File: config.mk
export PLATFORM = sky130hd
export DESIGN_NAME = rpq_top
export DESIGN_NICKNAME = d
export VERILOG_FILES = /design/src/include/rpq_pkg.sv /design/src/logic/rpq_qual.sv /design/src/logic/rpq_timer.sv /design/src/logic/rpq_top.sv
export VERILOG_INCLUDE_DIRS = /design/src /design/src/include
export SDC_FILE = /design/constraint.sdc
export NUM_CORES = 1
export LEC_CHECK = 0
export BUFFER_PORTS_ARGS = -buffer_cell sky130_fd_sc_hd__buf_2
export CAP_MARGIN = 10
export CORE_MARGIN = 4
export CORE_UTILIZATION = 54
export CTS_BUF_LIST = sky130_fd_sc_hd__clkbuf_8
export CTS_CLUSTER_DIAMETER = 30
export DETAILED_ROUTE_END_ITERATION = 6
export PLACE_DENSITY = 0.91
export SLEW_MARGIN = 25
export SYNTH_ARGS = -nofsm -noshare
export SYNTH_HDL_FRONTEND = slang
export SYNTH_SLANG_ARGS = --single-unit
File: constraint.sdc
create_clock -name mclk_i -period 3.2 [get_ports mclk_i]
set_clock_uncertainty 0.05 [all_clocks]
set_input_delay 0.64 -clock mclk_i [delete_from_list [all_inputs] [get_ports mclk_i]]
set_output_delay 0.64 -clock mclk_i [all_outputs]
set_load 0.05 [all_outputs]
File: src/include/rpq_params.svh
// Purpose: Named constants for the relay pulse qualifier
// Assumes: 20 MHz clock, byte-addressed classic Wishbone slave
// Notes: Alternate fixed-mode profile is 1 ms qualify, 30 ms pulse
`ifndef RPQ_PARAMS_SVH
`define RPQ_PARAMS_SVH

// ****************************************
// Timing
// ****************************************
`define RPQ_CLK_KHZ 20000
`define RPQ_QUAL_MS 15
`define RPQ_MAX_MS 150
// Exact at 20 MHz, so least and longest rounding agree
`define RPQ_QUAL_CYC (`RPQ_QUAL_MS * `RPQ_CLK_KHZ)
`define RPQ_MAX_CYC (`RPQ_MAX_MS * `RPQ_CLK_KHZ)
`define RPQ_FOLLOW 1'b1

// ****************************************
// Register map
// ****************************************
`define RPQ_OFF_CTRL 8'h00
`define RPQ_OFF_STATUS 8'h04
`define RPQ_OFF_COUNT 8'h08
`define RPQ_CTRL_EN_BIT 0
`define RPQ_CTRL_RST 1'h1
`define RPQ_ST_OPEN_OUT 0
`define RPQ_ST_CLOSE_OUT 1
`define RPQ_ST_OPEN_REQ 2
`define RPQ_ST_CLOSE_REQ 3
`define RPQ_ST_GATE 4
`define RPQ_ST_OPEN_QB 5
`define RPQ_ST_CLOSE_QB 6
`define RPQ_ST_STATE_LSB 8
`define RPQ_CNT_OPEN_LSB 0
`define RPQ_CNT_CLOSE_LSB 8
`define RPQ_CNT_REF_LSB 16

`endif

File: src/include/rpq_pkg.sv
// Purpose: Types shared by the relay pulse qualifier modules
// Assumes: Counts fit 22 bits at the default timing
// Notes: States are binary coded
package rpq_pkg;
   typedef logic [21:0] rpq_cnt_t;
   typedef logic [7:0] rpq_evt_t;
   typedef enum logic [2:0] {
      RPQ_IDLE = 3'b000,
      RPQ_DRV_OPEN = 3'b001,
      RPQ_DRV_CLOSE = 3'b010,
      RPQ_HOLD_OPEN = 3'b011,
      RPQ_HOLD_CLOSE = 3'b100
   } rpq_state_e;
endpackage

File: src/logic/rpq_qual.sv
// Purpose: Qualifies one request input by its high time
// Assumes: Input synchronous to mclk_i
// Notes: Fires once per high period, so it is edge-like
`timescale 1ns/1ps
module rpq_qual import rpq_pkg::*; #(
   parameter int QUAL_CYC = 1
) (
   // Clock and reset
   input wire logic mclk_i,
   input wire logic arst_n_i,
   // Request and result
   input wire logic req_i,
   output logic fire_o,
   output logic busy_o
);
   rpq_cnt_t cnt;
   rpq_cnt_t next_cnt;

   // Saturating high-time counter, cleared whenever input is low
   always_comb begin
      next_cnt = cnt;
      if (!req_i) begin
         next_cnt = '0;
      end else if (cnt != rpq_cnt_t'(QUAL_CYC)) begin
         next_cnt = cnt + rpq_cnt_t'(1);
      end
   end

   always_ff @(posedge mclk_i or negedge arst_n_i) begin
      if (!arst_n_i) begin
         cnt <= '0;
      end else begin
         cnt <= next_cnt;
      end
   end

   // Fire in the cycle the high time reaches the qualify count
   assign fire_o = req_i && (cnt == rpq_cnt_t'(QUAL_CYC - 1));
   assign busy_o = req_i && !fire_o && (cnt != rpq_cnt_t'(QUAL_CYC));
endmodule

File: src/logic/rpq_timer.sv
// Purpose: Output pulse width timer
// Assumes: start_i is a one-cycle pulse
// Notes: done_o rises in the last cycle of a full-width pulse and holds until restart
`timescale 1ns/1ps
module rpq_timer import rpq_pkg::*; #(
   parameter int MAX_CYC = 1
) (
   // Clock and reset
   input wire logic mclk_i,
   input wire logic arst_n_i,
   // Control and result
   input wire logic start_i,
   input wire logic run_i,
   output logic done_o
);
   rpq_cnt_t cnt;
   rpq_cnt_t next_cnt;

   // Restart on start, count while the pulse runs
   always_comb begin
      next_cnt = cnt;
      if (start_i) begin
         next_cnt = '0;
      end else if (run_i && !done_o) begin
         next_cnt = cnt + rpq_cnt_t'(1);
      end
   end

   always_ff @(posedge mclk_i or negedge arst_n_i) begin
      if (!arst_n_i) begin
         cnt <= '0;
      end else begin
         cnt <= next_cnt;
      end
   end

   assign done_o = (cnt == rpq_cnt_t'(MAX_CYC - 1));
endmodule

File: src/logic/rpq_top.sv
// Purpose: Two-channel relay coil pulse qualifier and timer
// Assumes: Request, enable and lockout inputs are synchronous
// Notes: Registers over classic Wishbone, one-wait-state ack
`timescale 1ns/1ps
`include "rpq_params.svh"

// How it works
// - Requests shorter than qualify time are ignored
// - Requests held past qualify time are valid
// - Follow mode: output tracks input, capped
// - Fixed mode: output full maximum width unless the gate drops
// - Edge triggered; stuck-high input pulses once
// - Enable low ends pulse, blocks new ones
// - Both qualifying together gives no pulse
// - Follow: other input high blocks qualification
// - Fixed: other channel refused while first busy
// - Short noise on idle input has no effect
// - Supply lockout holds both outputs off
// - Separate open and close channels
module rpq_top import rpq_pkg::*; #(
   parameter int QUAL_CYC = `RPQ_QUAL_CYC,
   parameter int MAX_CYC = `RPQ_MAX_CYC,
   parameter bit FOLLOW_MODE = `RPQ_FOLLOW
) (
   // Clock and reset
   input wire logic mclk_i,
   input wire logic arst_n_i,
   // Controller requests and gating
   input wire logic open_req_i,
   input wire logic close_req_i,
   input wire logic enable_i,
   input wire logic supply_lockout_i,
   // Coil drives
   output logic coil_open_o,
   output logic coil_close_o,
   // Wishbone slave
   input wire logic wb_cyc_i,
   input wire logic wb_stb_i,
   input wire logic wb_we_i,
   input wire logic [7:0] wb_adr_i,
   input wire logic [3:0] wb_sel_i,
   input wire logic [31:0] wb_dat_i,
   output logic [31:0] wb_dat_o,
   output logic wb_ack_o
);

   // ****************************************
   // Helpers
   // ****************************************
   function automatic logic rpq_hit(input logic [7:0] adr, input logic [7:0] off);
      rpq_hit = (adr[7:2] == off[7:2]);
   endfunction

   // ****************************************
   // Declarations
   // ****************************************
   rpq_state_e state;
   rpq_state_e next_state;
   logic next_coil_open;
   logic next_coil_close;
   logic ctrl_en;
   logic next_ctrl_en;
   rpq_evt_t cnt_open;
   rpq_evt_t cnt_close;
   rpq_evt_t cnt_ref;
   rpq_evt_t next_cnt_open;
   rpq_evt_t next_cnt_close;
   rpq_evt_t next_cnt_ref;
   logic next_ack;
   logic [31:0] next_dat;
   logic fire_open;
   logic fire_close;
   logic qbusy_open;
   logic qbusy_close;
   logic done;
   logic start;
   logic running;
   logic gate;
   logic served_open;
   logic served_close;
   logic refused;
   logic bus_req;
   logic bus_wr;

   // ****************************************
   // Qualifiers and timer
   // ****************************************
   // One qualifier per channel keeps the channels independent
   rpq_qual #(.QUAL_CYC(QUAL_CYC)) u_qual_open (
      .mclk_i(mclk_i),
      .arst_n_i(arst_n_i),
      .req_i(open_req_i),
      .fire_o(fire_open),
      .busy_o(qbusy_open)
   );

   rpq_qual #(.QUAL_CYC(QUAL_CYC)) u_qual_close (
      .mclk_i(mclk_i),
      .arst_n_i(arst_n_i),
      .req_i(close_req_i),
      .fire_o(fire_close),
      .busy_o(qbusy_close)
   );

   // Only one coil can ever drive, so one shared timer suffices
   rpq_timer #(.MAX_CYC(MAX_CYC)) u_timer (
      .mclk_i(mclk_i),
      .arst_n_i(arst_n_i),
      .start_i(start),
      .run_i(running),
      .done_o(done)
   );

   // ****************************************
   // Pulse sequencer
   // ****************************************
   // Pin enable, lockout and software enable all gate the drive
   assign gate = enable_i && !supply_lockout_i && ctrl_en;
   assign running = (state == RPQ_DRV_OPEN) || (state == RPQ_DRV_CLOSE);

   // Next state; a refused fire is lost since qualifiers fire once
   always_comb begin
      next_state = state;
      start = 1'b0;
      served_open = 1'b0;
      served_close = 1'b0;
      refused = 1'b0;
      case (state)
         RPQ_IDLE: begin
            if (!gate) begin
               refused = fire_open || fire_close;
            end else if (fire_open && fire_close) begin
               refused = 1'b1;
            end else if (fire_open) begin
               if (FOLLOW_MODE && close_req_i) begin
                  refused = 1'b1;
               end else begin
                  next_state = RPQ_DRV_OPEN;
                  start = 1'b1;
                  served_open = 1'b1;
               end
            end else if (fire_close) begin
               if (FOLLOW_MODE && open_req_i) begin
                  refused = 1'b1;
               end else begin
                  next_state = RPQ_DRV_CLOSE;
                  start = 1'b1;
                  served_close = 1'b1;
               end
            end
         end
         RPQ_DRV_OPEN: begin
            refused = fire_close;
            if (!gate) begin
               next_state = RPQ_IDLE;
            end else if (done || (FOLLOW_MODE && !open_req_i)) begin
               // Cap at full width; stay parked while input stays high
               next_state = open_req_i ? RPQ_HOLD_OPEN : RPQ_IDLE;
            end
         end
         RPQ_DRV_CLOSE: begin
            refused = fire_open;
            if (!gate) begin
               next_state = RPQ_IDLE;
            end else if (done || (FOLLOW_MODE && !close_req_i)) begin
               next_state = close_req_i ? RPQ_HOLD_CLOSE : RPQ_IDLE;
            end
         end
         RPQ_HOLD_OPEN: begin
            refused = fire_close;
            if (!open_req_i || !gate) begin
               next_state = RPQ_IDLE;
            end
         end
         RPQ_HOLD_CLOSE: begin
            refused = fire_open;
            if (!close_req_i || !gate) begin
               next_state = RPQ_IDLE;
            end
         end
         default: begin
            next_state = RPQ_IDLE;
         end
      endcase
      // Outputs follow the next state so they sit on flops
      next_coil_open = (next_state == RPQ_DRV_OPEN);
      next_coil_close = (next_state == RPQ_DRV_CLOSE);
   end

   always_ff @(posedge mclk_i or negedge arst_n_i) begin
      if (!arst_n_i) begin
         state <= RPQ_IDLE;
         coil_open_o <= 1'b0;
         coil_close_o <= 1'b0;
      end else begin
         state <= next_state;
         coil_open_o <= next_coil_open;
         coil_close_o <= next_coil_close;
      end
   end

   // ****************************************
   // Register file
   // ****************************************
   assign bus_req = wb_cyc_i && wb_stb_i && !wb_ack_o;
   assign bus_wr = bus_req && wb_we_i;

   // Control, event counters and read data
   always_comb begin
      next_ctrl_en = ctrl_en;
      next_cnt_open = cnt_open;
      next_cnt_close = cnt_close;
      next_cnt_ref = cnt_ref;
      next_dat = wb_dat_o;
      if (bus_wr && rpq_hit(wb_adr_i, `RPQ_OFF_CTRL) && wb_sel_i[0]) begin
         next_ctrl_en = wb_dat_i[`RPQ_CTRL_EN_BIT];
      end
      // A write clears, but an event in the same cycle still counts
      if (bus_wr && rpq_hit(wb_adr_i, `RPQ_OFF_COUNT) && (wb_sel_i != 4'h0)) begin
         next_cnt_open = '0;
         next_cnt_close = '0;
         next_cnt_ref = '0;
      end
      next_cnt_open = next_cnt_open + rpq_evt_t'(served_open);
      next_cnt_close = next_cnt_close + rpq_evt_t'(served_close);
      next_cnt_ref = next_cnt_ref + rpq_evt_t'(refused);
      if (bus_req && !wb_we_i) begin
         next_dat = 32'h0000_0000;
         if (rpq_hit(wb_adr_i, `RPQ_OFF_CTRL)) begin
            next_dat[`RPQ_CTRL_EN_BIT] = ctrl_en;
         end else if (rpq_hit(wb_adr_i, `RPQ_OFF_STATUS)) begin
            next_dat[`RPQ_ST_OPEN_OUT] = coil_open_o;
            next_dat[`RPQ_ST_CLOSE_OUT] = coil_close_o;
            next_dat[`RPQ_ST_OPEN_REQ] = open_req_i;
            next_dat[`RPQ_ST_CLOSE_REQ] = close_req_i;
            next_dat[`RPQ_ST_GATE] = gate;
            next_dat[`RPQ_ST_OPEN_QB] = qbusy_open;
            next_dat[`RPQ_ST_CLOSE_QB] = qbusy_close;
            next_dat[`RPQ_ST_STATE_LSB +: 3] = state;
         end else if (rpq_hit(wb_adr_i, `RPQ_OFF_COUNT)) begin
            next_dat[`RPQ_CNT_OPEN_LSB +: 8] = cnt_open;
            next_dat[`RPQ_CNT_CLOSE_LSB +: 8] = cnt_close;
            next_dat[`RPQ_CNT_REF_LSB +: 8] = cnt_ref;
         end
      end
      // Unmapped addresses still ack, reading zero
      next_ack = bus_req;
   end

   always_ff @(posedge mclk_i or negedge arst_n_i) begin
      if (!arst_n_i) begin
         ctrl_en <= `RPQ_CTRL_RST;
         cnt_open <= '0;
         cnt_close <= '0;
         cnt_ref <= '0;
         wb_dat_o <= 32'h0000_0000;
         wb_ack_o <= 1'b0;
      end else begin
         ctrl_en <= next_ctrl_en;
         cnt_open <= next_cnt_open;
         cnt_close <= next_cnt_close;
         cnt_ref <= next_cnt_ref;
         wb_dat_o <= next_dat;
         wb_ack_o <= next_ack;
      end
   end

   // ****************************************
   // Checks
   // ****************************************
   // Both coils together would fight the latching relay
   never_both_a: assert property (
      @(posedge mclk_i) disable iff (!arst_n_i)
      !(coil_open_o && coil_close_o))
      else $error("both coil drives active");

   gate_off_a: assert property (
      @(posedge mclk_i) disable iff (!arst_n_i)
      !enable_i |=> !coil_open_o && !coil_close_o)
      else $error("drive survived enable low");

   lockout_off_a: assert property (
      @(posedge mclk_i) disable iff (!arst_n_i)
      supply_lockout_i |=> !coil_open_o && !coil_close_o)
      else $error("drive during supply lockout");

   start_cause_a: assert property (
      @(posedge mclk_i) disable iff (!arst_n_i)
      $rose(coil_open_o) |-> $past(fire_open) && $past(open_req_i))
      else $error("open pulse without qualification");

   short_ignore_a: assert property (
      @(posedge mclk_i) disable iff (!arst_n_i)
      (state == RPQ_IDLE) && !fire_open && !fire_close
      |=> !coil_open_o && !coil_close_o)
      else $error("pulse started without a qualified request");

   follow_end_a: assert property (
      @(posedge mclk_i) disable iff (!arst_n_i)
      FOLLOW_MODE && coil_close_o && !close_req_i |=> !coil_close_o)
      else $error("follow pulse outlived its input");

   fixed_width_a: assert property (
      @(posedge mclk_i) disable iff (!arst_n_i)
      !FOLLOW_MODE && $fell(coil_open_o) && $past(gate) |-> $past(done))
      else $error("fixed pulse ended early");

   max_cap_a: assert property (
      @(posedge mclk_i) disable iff (!arst_n_i)
      coil_open_o && done |=> !coil_open_o)
      else $error("pulse ran past maximum width");

   hold_refuse_a: assert property (
      @(posedge mclk_i) disable iff (!arst_n_i)
      (state == RPQ_HOLD_OPEN) && open_req_i && gate |=> !coil_close_o [*2])
      else $error("other channel served during hold");

   overlap_block_a: assert property (
      @(posedge mclk_i) disable iff (!arst_n_i)
      FOLLOW_MODE && (state == RPQ_IDLE) && fire_open && close_req_i
      |=> !coil_open_o && !coil_close_o)
      else $error("overlapping requests not blocked");

   open_follow_end_a: assert property (
      @(posedge mclk_i) disable iff (!arst_n_i)
      FOLLOW_MODE && coil_open_o && !open_req_i |=> !coil_open_o)
      else $error("follow open pulse outlived its input");

   close_cause_a: assert property (
      @(posedge mclk_i) disable iff (!arst_n_i)
      $rose(coil_close_o) |-> $past(fire_close) && $past(close_req_i))
      else $error("close pulse without qualification");

   busy_refuse_a: assert property (
      @(posedge mclk_i) disable iff (!arst_n_i)
      (state == RPQ_DRV_OPEN) && fire_close |=> !coil_close_o)
      else $error("idle channel served during a pulse");

   bus_ack_a: assert property (
      @(posedge mclk_i) disable iff (!arst_n_i)
      wb_ack_o |=> !wb_ack_o)
      else $error("ack held two cycles");
endmodule

After elaboration in Yosys (flattened, before gate mapping)
Index checks and enable logic that the tools add are counted.

storage, ports and cells
  word-level logic and storage cells = 125
  register bits = 121
  input port bits = 53
  output and inout bits = 35

cells by class
  $add $sub $neg = 6
  multiplexer cells = 53
  reductions and logical operators = 39
  equal/unequal tests = 15

operators with widths
  operator                                                  count
  two-way mux 22 bit                                        6
  adder 22 x 1 -> 22 bit (second input constant)            3
  == test 22 x 19 -> 1 bit (second input constant)          2
  inequality test 22 x 19 -> 1 bit (second input constant)  2
  two-way mux 3 bit                                         14
  adder 8 x 1 -> 8 bit                                      3
  two-way mux 24 bit                                        1
  two-way mux 8 bit                                         3
  two-way mux 1 bit                                         23
  two-way mux 23 bit                                        1
  == test 22 bit (second input constant)                    1
  logical AND 1 bit                                         18
  case mux 3 bit (5 select lines)                           1
  two-way mux 13 bit                                        1
  == test 3 x 2 -> 1 bit (second input constant)            3
  zero test 1 bit                                           9
  two-way mux 7 bit                                         1
  == test 3 x 1 -> 1 bit (second input constant)            2
  == test 6 x 1 -> 1 bit (second input constant)            1
  == test 6 x 2 -> 1 bit (second input constant)            1
  zero test 6 bit                                           1
  logical OR 1 bit                                          6
  inequality test 2 x 1 -> 1 bit (second input constant)    2
  nonzero test 4 bit                                        1
  other kinds (6)                                           7

Logic depth before layout (Yosys ltp)
  depth after elaboration = 8
  gate-level depth with buffers = 12
  gate-level depth less buffers = 12

By module
From an unflattened synthesis, not the netlist that was laid out.

second synthesis, totals
  cells, all modules = 643
  area, all modules = 6384.9 um^2

by module, submodules not included
  module     instances  area each (um^2)  cells each  sequential area each (um^2)
  rpq_top    1          2607.5            244         1377.6
  rpq_qual   2          1278.7            137         550.5
  rpq_timer  1          1219.9            125         550.5

Worst setup path before layout
Ideal clock, no wire load.

  kind = flip-flop to flip-flop
  start point = register u_qual_open.cnt[14]
  end point = register cnt_open[6]
  setup time = 0.132 ns
  stages on the path, launching flop included = 11
  data arrival time = 2.834 ns
  buffers on the path = 0
  clock period less this slack = 3.016 ns
  data required time = 3.018 ns
  path slack = 0.184 ns
  path through = dfrtp_1 > or4b_1 > or4_4 > or3_4 > nor2_1 > ha_1 > ha_1 > nand2_1 > or2_2 > xor2_1 > nor2_1

on the way
  cells in the longest elaborated chain, start to end = 7
  elaborated cells on any way between the ends = 8
  those cells by class = add/sub: 1; eq/ne: 1; mux: 4; reduce/logical: 2

ends and longest elaborated chain
  what                                                    RTL line                        RTL
  start: declaration                                      rpq_qual.sv:16                  rpq_cnt_t cnt;
  start signal: assignment                                rpq_qual.sv:33                  cnt <= next_cnt;
  == test 22 x 19 -> 1 bit (*)                            rpq_qual.sv:38                  assign fire_o = req_i && (cnt == rpq_cnt_t'(QUAL_CYC - 1));
  logical AND 1 bit (*)                                   rpq_qual.sv:38
  two-way mux 1 bit or logical AND 1 bit (tied branches)  rpq_top.sv:134, rpq_top.sv:132
  two-way mux 1 bit (*)                                   rpq_top.sv:132                  end else if (fire_open && fire_close) begin
  two-way mux 1 bit (*)                                   rpq_top.sv:130                  if (!gate) begin
  two-way mux 1 bit (*)                                   rpq_top.sv:128                  case (state)
  adder 8 x 1 -> 8 bit (*)                                rpq_top.sv:224                  next_cnt_open = next_cnt_open + rpq_evt_t'(served_open);
  net next_cnt_open[6]                                    rpq_top.sv:66                   rpq_evt_t next_cnt_open;
  end signal: assignment                                  rpq_top.sv:260                  cnt_open <= next_cnt_open;
  end: declaration                                        rpq_top.sv:63                   rpq_evt_t cnt_open;

Mark *: on every way through the listed nets, which the timed path passes. The rest lies on a longest branch.
A chain may end at the register's enable or synchronous reset.

Worst setup path in the final report
  start point = register u_qual_open.cnt[11]
  end point = register cnt_ref[6]

on the way
  cells in the longest elaborated chain, start to end = 7
  elaborated cells on any way between the ends = 9
  those cells by class = add/sub: 1; eq/ne: 1; mux: 4; reduce/logical: 3

ends and longest elaborated chain
  what                                                    RTL line                        RTL
  == test 22 x 19 -> 1 bit (*)                            rpq_qual.sv:38
  logical AND 1 bit (*)                                   rpq_qual.sv:38
  two-way mux 1 bit or logical AND 1 bit (tied branches)  rpq_top.sv:134, rpq_top.sv:132
  two-way mux 1 bit                                       rpq_top.sv:132
  two-way mux 1 bit                                       rpq_top.sv:130
  case mux 1 bit (3 select lines) (*)                     rpq_top.sv:128
  adder 8 x 1 -> 8 bit (*)                                rpq_top.sv:226                  next_cnt_ref = next_cnt_ref + rpq_evt_t'(refused);
  net next_cnt_ref[6]                                     rpq_top.sv:68                   rpq_evt_t next_cnt_ref;
  end signal: assignment                                  rpq_top.sv:262                  cnt_ref <= next_cnt_ref;
  end: declaration                                        rpq_top.sv:65                   rpq_evt_t cnt_ref;

Marks and branches as above.

==> impl_metrics.py <==
metrics = {
    "sta": {
        "maxSlewViolCount": 0,
        "maxSlewHeadroom_pct": 36.0,
        "rsz0062_at_grt": "no",
        "period_share_pct": 96.3,
        "finalHoldViolCount": 0,
        "setup_tns_ns": 0,
        "tightest_slew_ns": 0.960,
        "fin_crit_ns": 3.08,
        "max_freq_mhz": 325,
        "finalSetupViolCount": 0,
    },
    "logic_synthesis": {
        "syn_area_mm2": 0.00620,
        "synth.ff_latch_count": 121,
        "syn_inst": 615,
        "ys_seq_area_share_pct": 48.9,
        "synth_async_sr_flop_share_pct": 100,
        "synth.distinct_cells": 55,
        "synth_edf_count": 0,
        "postSynthAreaPerCell_um2": 10.1,
        "synth_warnings": 0,
        "synthFlopType": "dfrtp_1",
    },
    "worst_setup_path": {
        "setup.worst_path.start": "u_qual_open.cnt[11]",
        "critical_path.top_delay_family": "simple AND/OR/NAND/NOR gates",
        "path_buf_inv": 0,
        "path_depth": 11,
        "critPathKind": "flip-flop to flip-flop",
        "crit_fanout": 4,
        "worstRegToRegCells": 11,
        "cp.arrival_ns": 3.42,
        "required_ns": 3.54,
        "rrSetupSlack_ns": 0.12,
        "endpoint": "cnt_ref[6]",
        "slowest_delay_ns": 0.56,
        "startpoint_type": "flip-flop",
        "worst_r2r_startpoint": "u_qual_open.cnt[11]",
        "crit_chain": "or4b_1, or4_4, nor2_1, nand4b_1, o31ai_1, ha_1, ha_1, nand2_1, or2_2, xor2_1, nor2_1",
        "worstReg2RegEnd": "cnt_ref[6]",
        "end_kind": "flip-flop",
        "slowest_stage": "or4_4",
    },
    "detailed_routing": {
        "routedWlPerCell_um": 16.2,
        "drt-total-wl_um": 13400,
        "dr.pass1.iters": 5,
        "vias": 4888,
        "drc": 0,
        "drtIter0Drc": 364,
        "vias_per_cell": 5.92,
        "final_antenna_net_count": 0,
    },
    "die": {
        "die_height_um": 115,
        "rows": 38,
        "dieArea_mm2": 0.0133,
        "die_w_um": 115,
        "core-area_mm2": 0.0110,
        "io_pins": 88,
        "initial_utilization_pct": 56.2,
    },
    "status": {
        "status": "finished, final reports clean",
    },
    "finish": {
        "num_antenna_cells": 0,
        "n_fill_cell": 797,
        "synthToLayoutAreaGrowth_pct": 13.5,
        "utilization_pct": 63.8,
        "drive_gt1_share_pct": 16.2,
        "fin_nets": 736,
        "fin_area_mm2": 0.00704,
    },
    "clock_tree": {
        "cts_htree_levels": 4,
        "clk_pin_slew_ns": 0.09,
        "cts_buffers": 17,
        "clkSinkCount": 121,
        "clk_latency_ns": 0.45,
        "cts_root_buffer": "clkbuf_8",
        "clockBufferDepth": 2,
        "cts_tree": "yes",
    },
    "place": {
        "io_buffers": 46,
        "dpl_cell_area_mm2": 0.00659,
        "finalWeightedCongestion": 0.927,
        "hpwl_um": 9190,
    },
    "min_path": {
        "hp-class": "input pin to flip-flop",
        "holdPathStages": 2,
        "hp-start": "wb_dat_i[0]",
    },
    "global_route": {
        "grt_pass1_wl_um": 22700,
        "grt_max_degree": 70,
        "gr-total-overflow": 0,
        "grt_pass1_vias": 4914,
        "grt_use_total_pct": 21.2,
        "antenna_found_initial": 0,
    },
    "power_and_ir_drop": {
        "peakVddDrop_mv": 0.448,
        "power_per_cell_area_mw_per_mm2": 437,
        "p_leak_nw": 3.37,
    },
    "job": {
        "max_cap_viol_count": 0,
    },
}
placed cells by master (no fill, tap or decap), types with 9 or more instances in the layout:
cell type / instances
nor2_1: 44
nor4_1: 9
a21oi_1: 12
nand3_1: 41
dfrtp_1: 119
inv_1: 19
nor2b_1: 12
ha_1: 10
buf_2: 45
nor3_1: 18
nand4_1: 14
or4_1: 12
xnor2_1: 34
clkbuf_8: 17
buf_4: 16
inv_6: 9
and3_1: 12
a22o_1: 14
xor2_1: 31
and2_1: 38
o31ai_1: 9
nand2_1: 36
or3_1: 10
layout make-up:
| cell class | count | area [um2] | share of cell area (%) |
|---|---|---|---|
| sequential | 121 | 3030 | 43.1 |
| multi-input combinational | 450 | 2970 | 42.3 |
| timing repair buffer | 63 | 375 | 5.34 |
| clock buffer | 17 | 234 | 3.33 |
| clock inverter | 15 | 175 | 2.49 |
| tap | 140 | 175 | 2.49 |
| inverter | 19 | 71.3 | 1.01 |
registers in the layout, summed over array words and instances (netlist names):
| signal | cells |
|---|---|
| cnt_open | 8 |
| u_qual_open.cnt | 22 |
| cnt_close | 8 |
| coil_open_o | 1 |
| wb_dat_o | 24 |
| cnt_ref | 8 |
| state | 3 |
| coil_close_o | 1 |
| wb_ack_o | 1 |
| u_timer.cnt | 22 |
| u_qual_close.cnt | 22 |
| ctrl_en | 1 |
routing by layer:
metal  up-vias  GRT usage, %  share of wire (%)
li1       2283             -                  -
met3        23          5.42                6.5
met1      2406          26.6                 42
met4         0          7.43                1.2
met2       176          35.8                 50
met5         -             0                  0
metrics by stage:
stage,hold WS [ns],std cells,total power (W),worst slack [ns]
finish,0.387,825,0.00307,0.119
CTS,0.362,823,0.00310,0.00875
global route,0.370,825,0.00319,0.00359
detailed placement,0.436,790,0.00170,0.0503
global placement,0.424,790,0.00169,0.125
floorplan,0.294,622,0.00165,0.184
power by group:
part	leakage (nW)	internal, W	switching (W)	total (W)
clock	0.206	0.000720	0.000683	0.00140
combinational	1.60	0.0000357	0.0000898	0.000125
sequential	1.56	0.00154	0.00000891	0.00155
logic make-up after synthesis:
kind of cell	synth area share, %
buffers and inverters	3.86
other	0.0605
xor gates and xnor gates	9.33
muxes	0.828
DFF	48.9
AOI/OAI and AO/OA	8.11
adders and majority gates	2.22
and+or+nand+nor	26.7
worst min-delay path by stage:
stage | endpoint
finish | ctrl_en
global route | ctrl_en
CTS | ctrl_en
detailed placement | wb_dat_o[15]
global placement | wb_dat_o[16]
floorplan | cnt_close[0]
repair_timing:
| item | CTS | global route |
|---|---|---|
| gates resized for setup | 1 | 3 |
| hold buffers | 1 | 0 |
| endpoints found under the hold margin | 14 | 0 |
| gates cloned | 0 | 0 |
| setup buffers | 0 | 2 |
| setup endpoints to repair | 1 | 2 |
| pin swaps | 0 | 2 |
Yosys cell counts (all sizes together) (2+ instances only):
cell type,instances,area share [%]
dfrtp,120,48
nor2,45,2.7
nand3,41,3.3
and2,38,3.8
nand2,36,2.2
xnor2,34,4.8
xor2,32,4.5
nor3,20,1.7
clkbuf,19,1.2
inv,19,1.2
a22o,14,2.0
nand4,14,1.4
a21oi,13,1.2
buf,13,1.6
or4,13,1.6
and3,12,1.2
nor2b,12,1.2
ha,11,2.2
or3,11,1.2
nor4,9,0.91
o21ai,9,0.73
o31ai,9,1.1
nand2b,8,0.81
nor4b,7,0.99
a21boi,6,0.73
and4,6,0.85
or4b,6,0.97
a222oi,5,0.81
mux2i,4,0.65
nand3b,4,0.48
a22oi,3,0.36
nor3b,3,0.36
o211ai,3,0.36
or2,3,0.30
o22a,2,0.28
No activity file was read; power rests on OpenSTA's default activity.
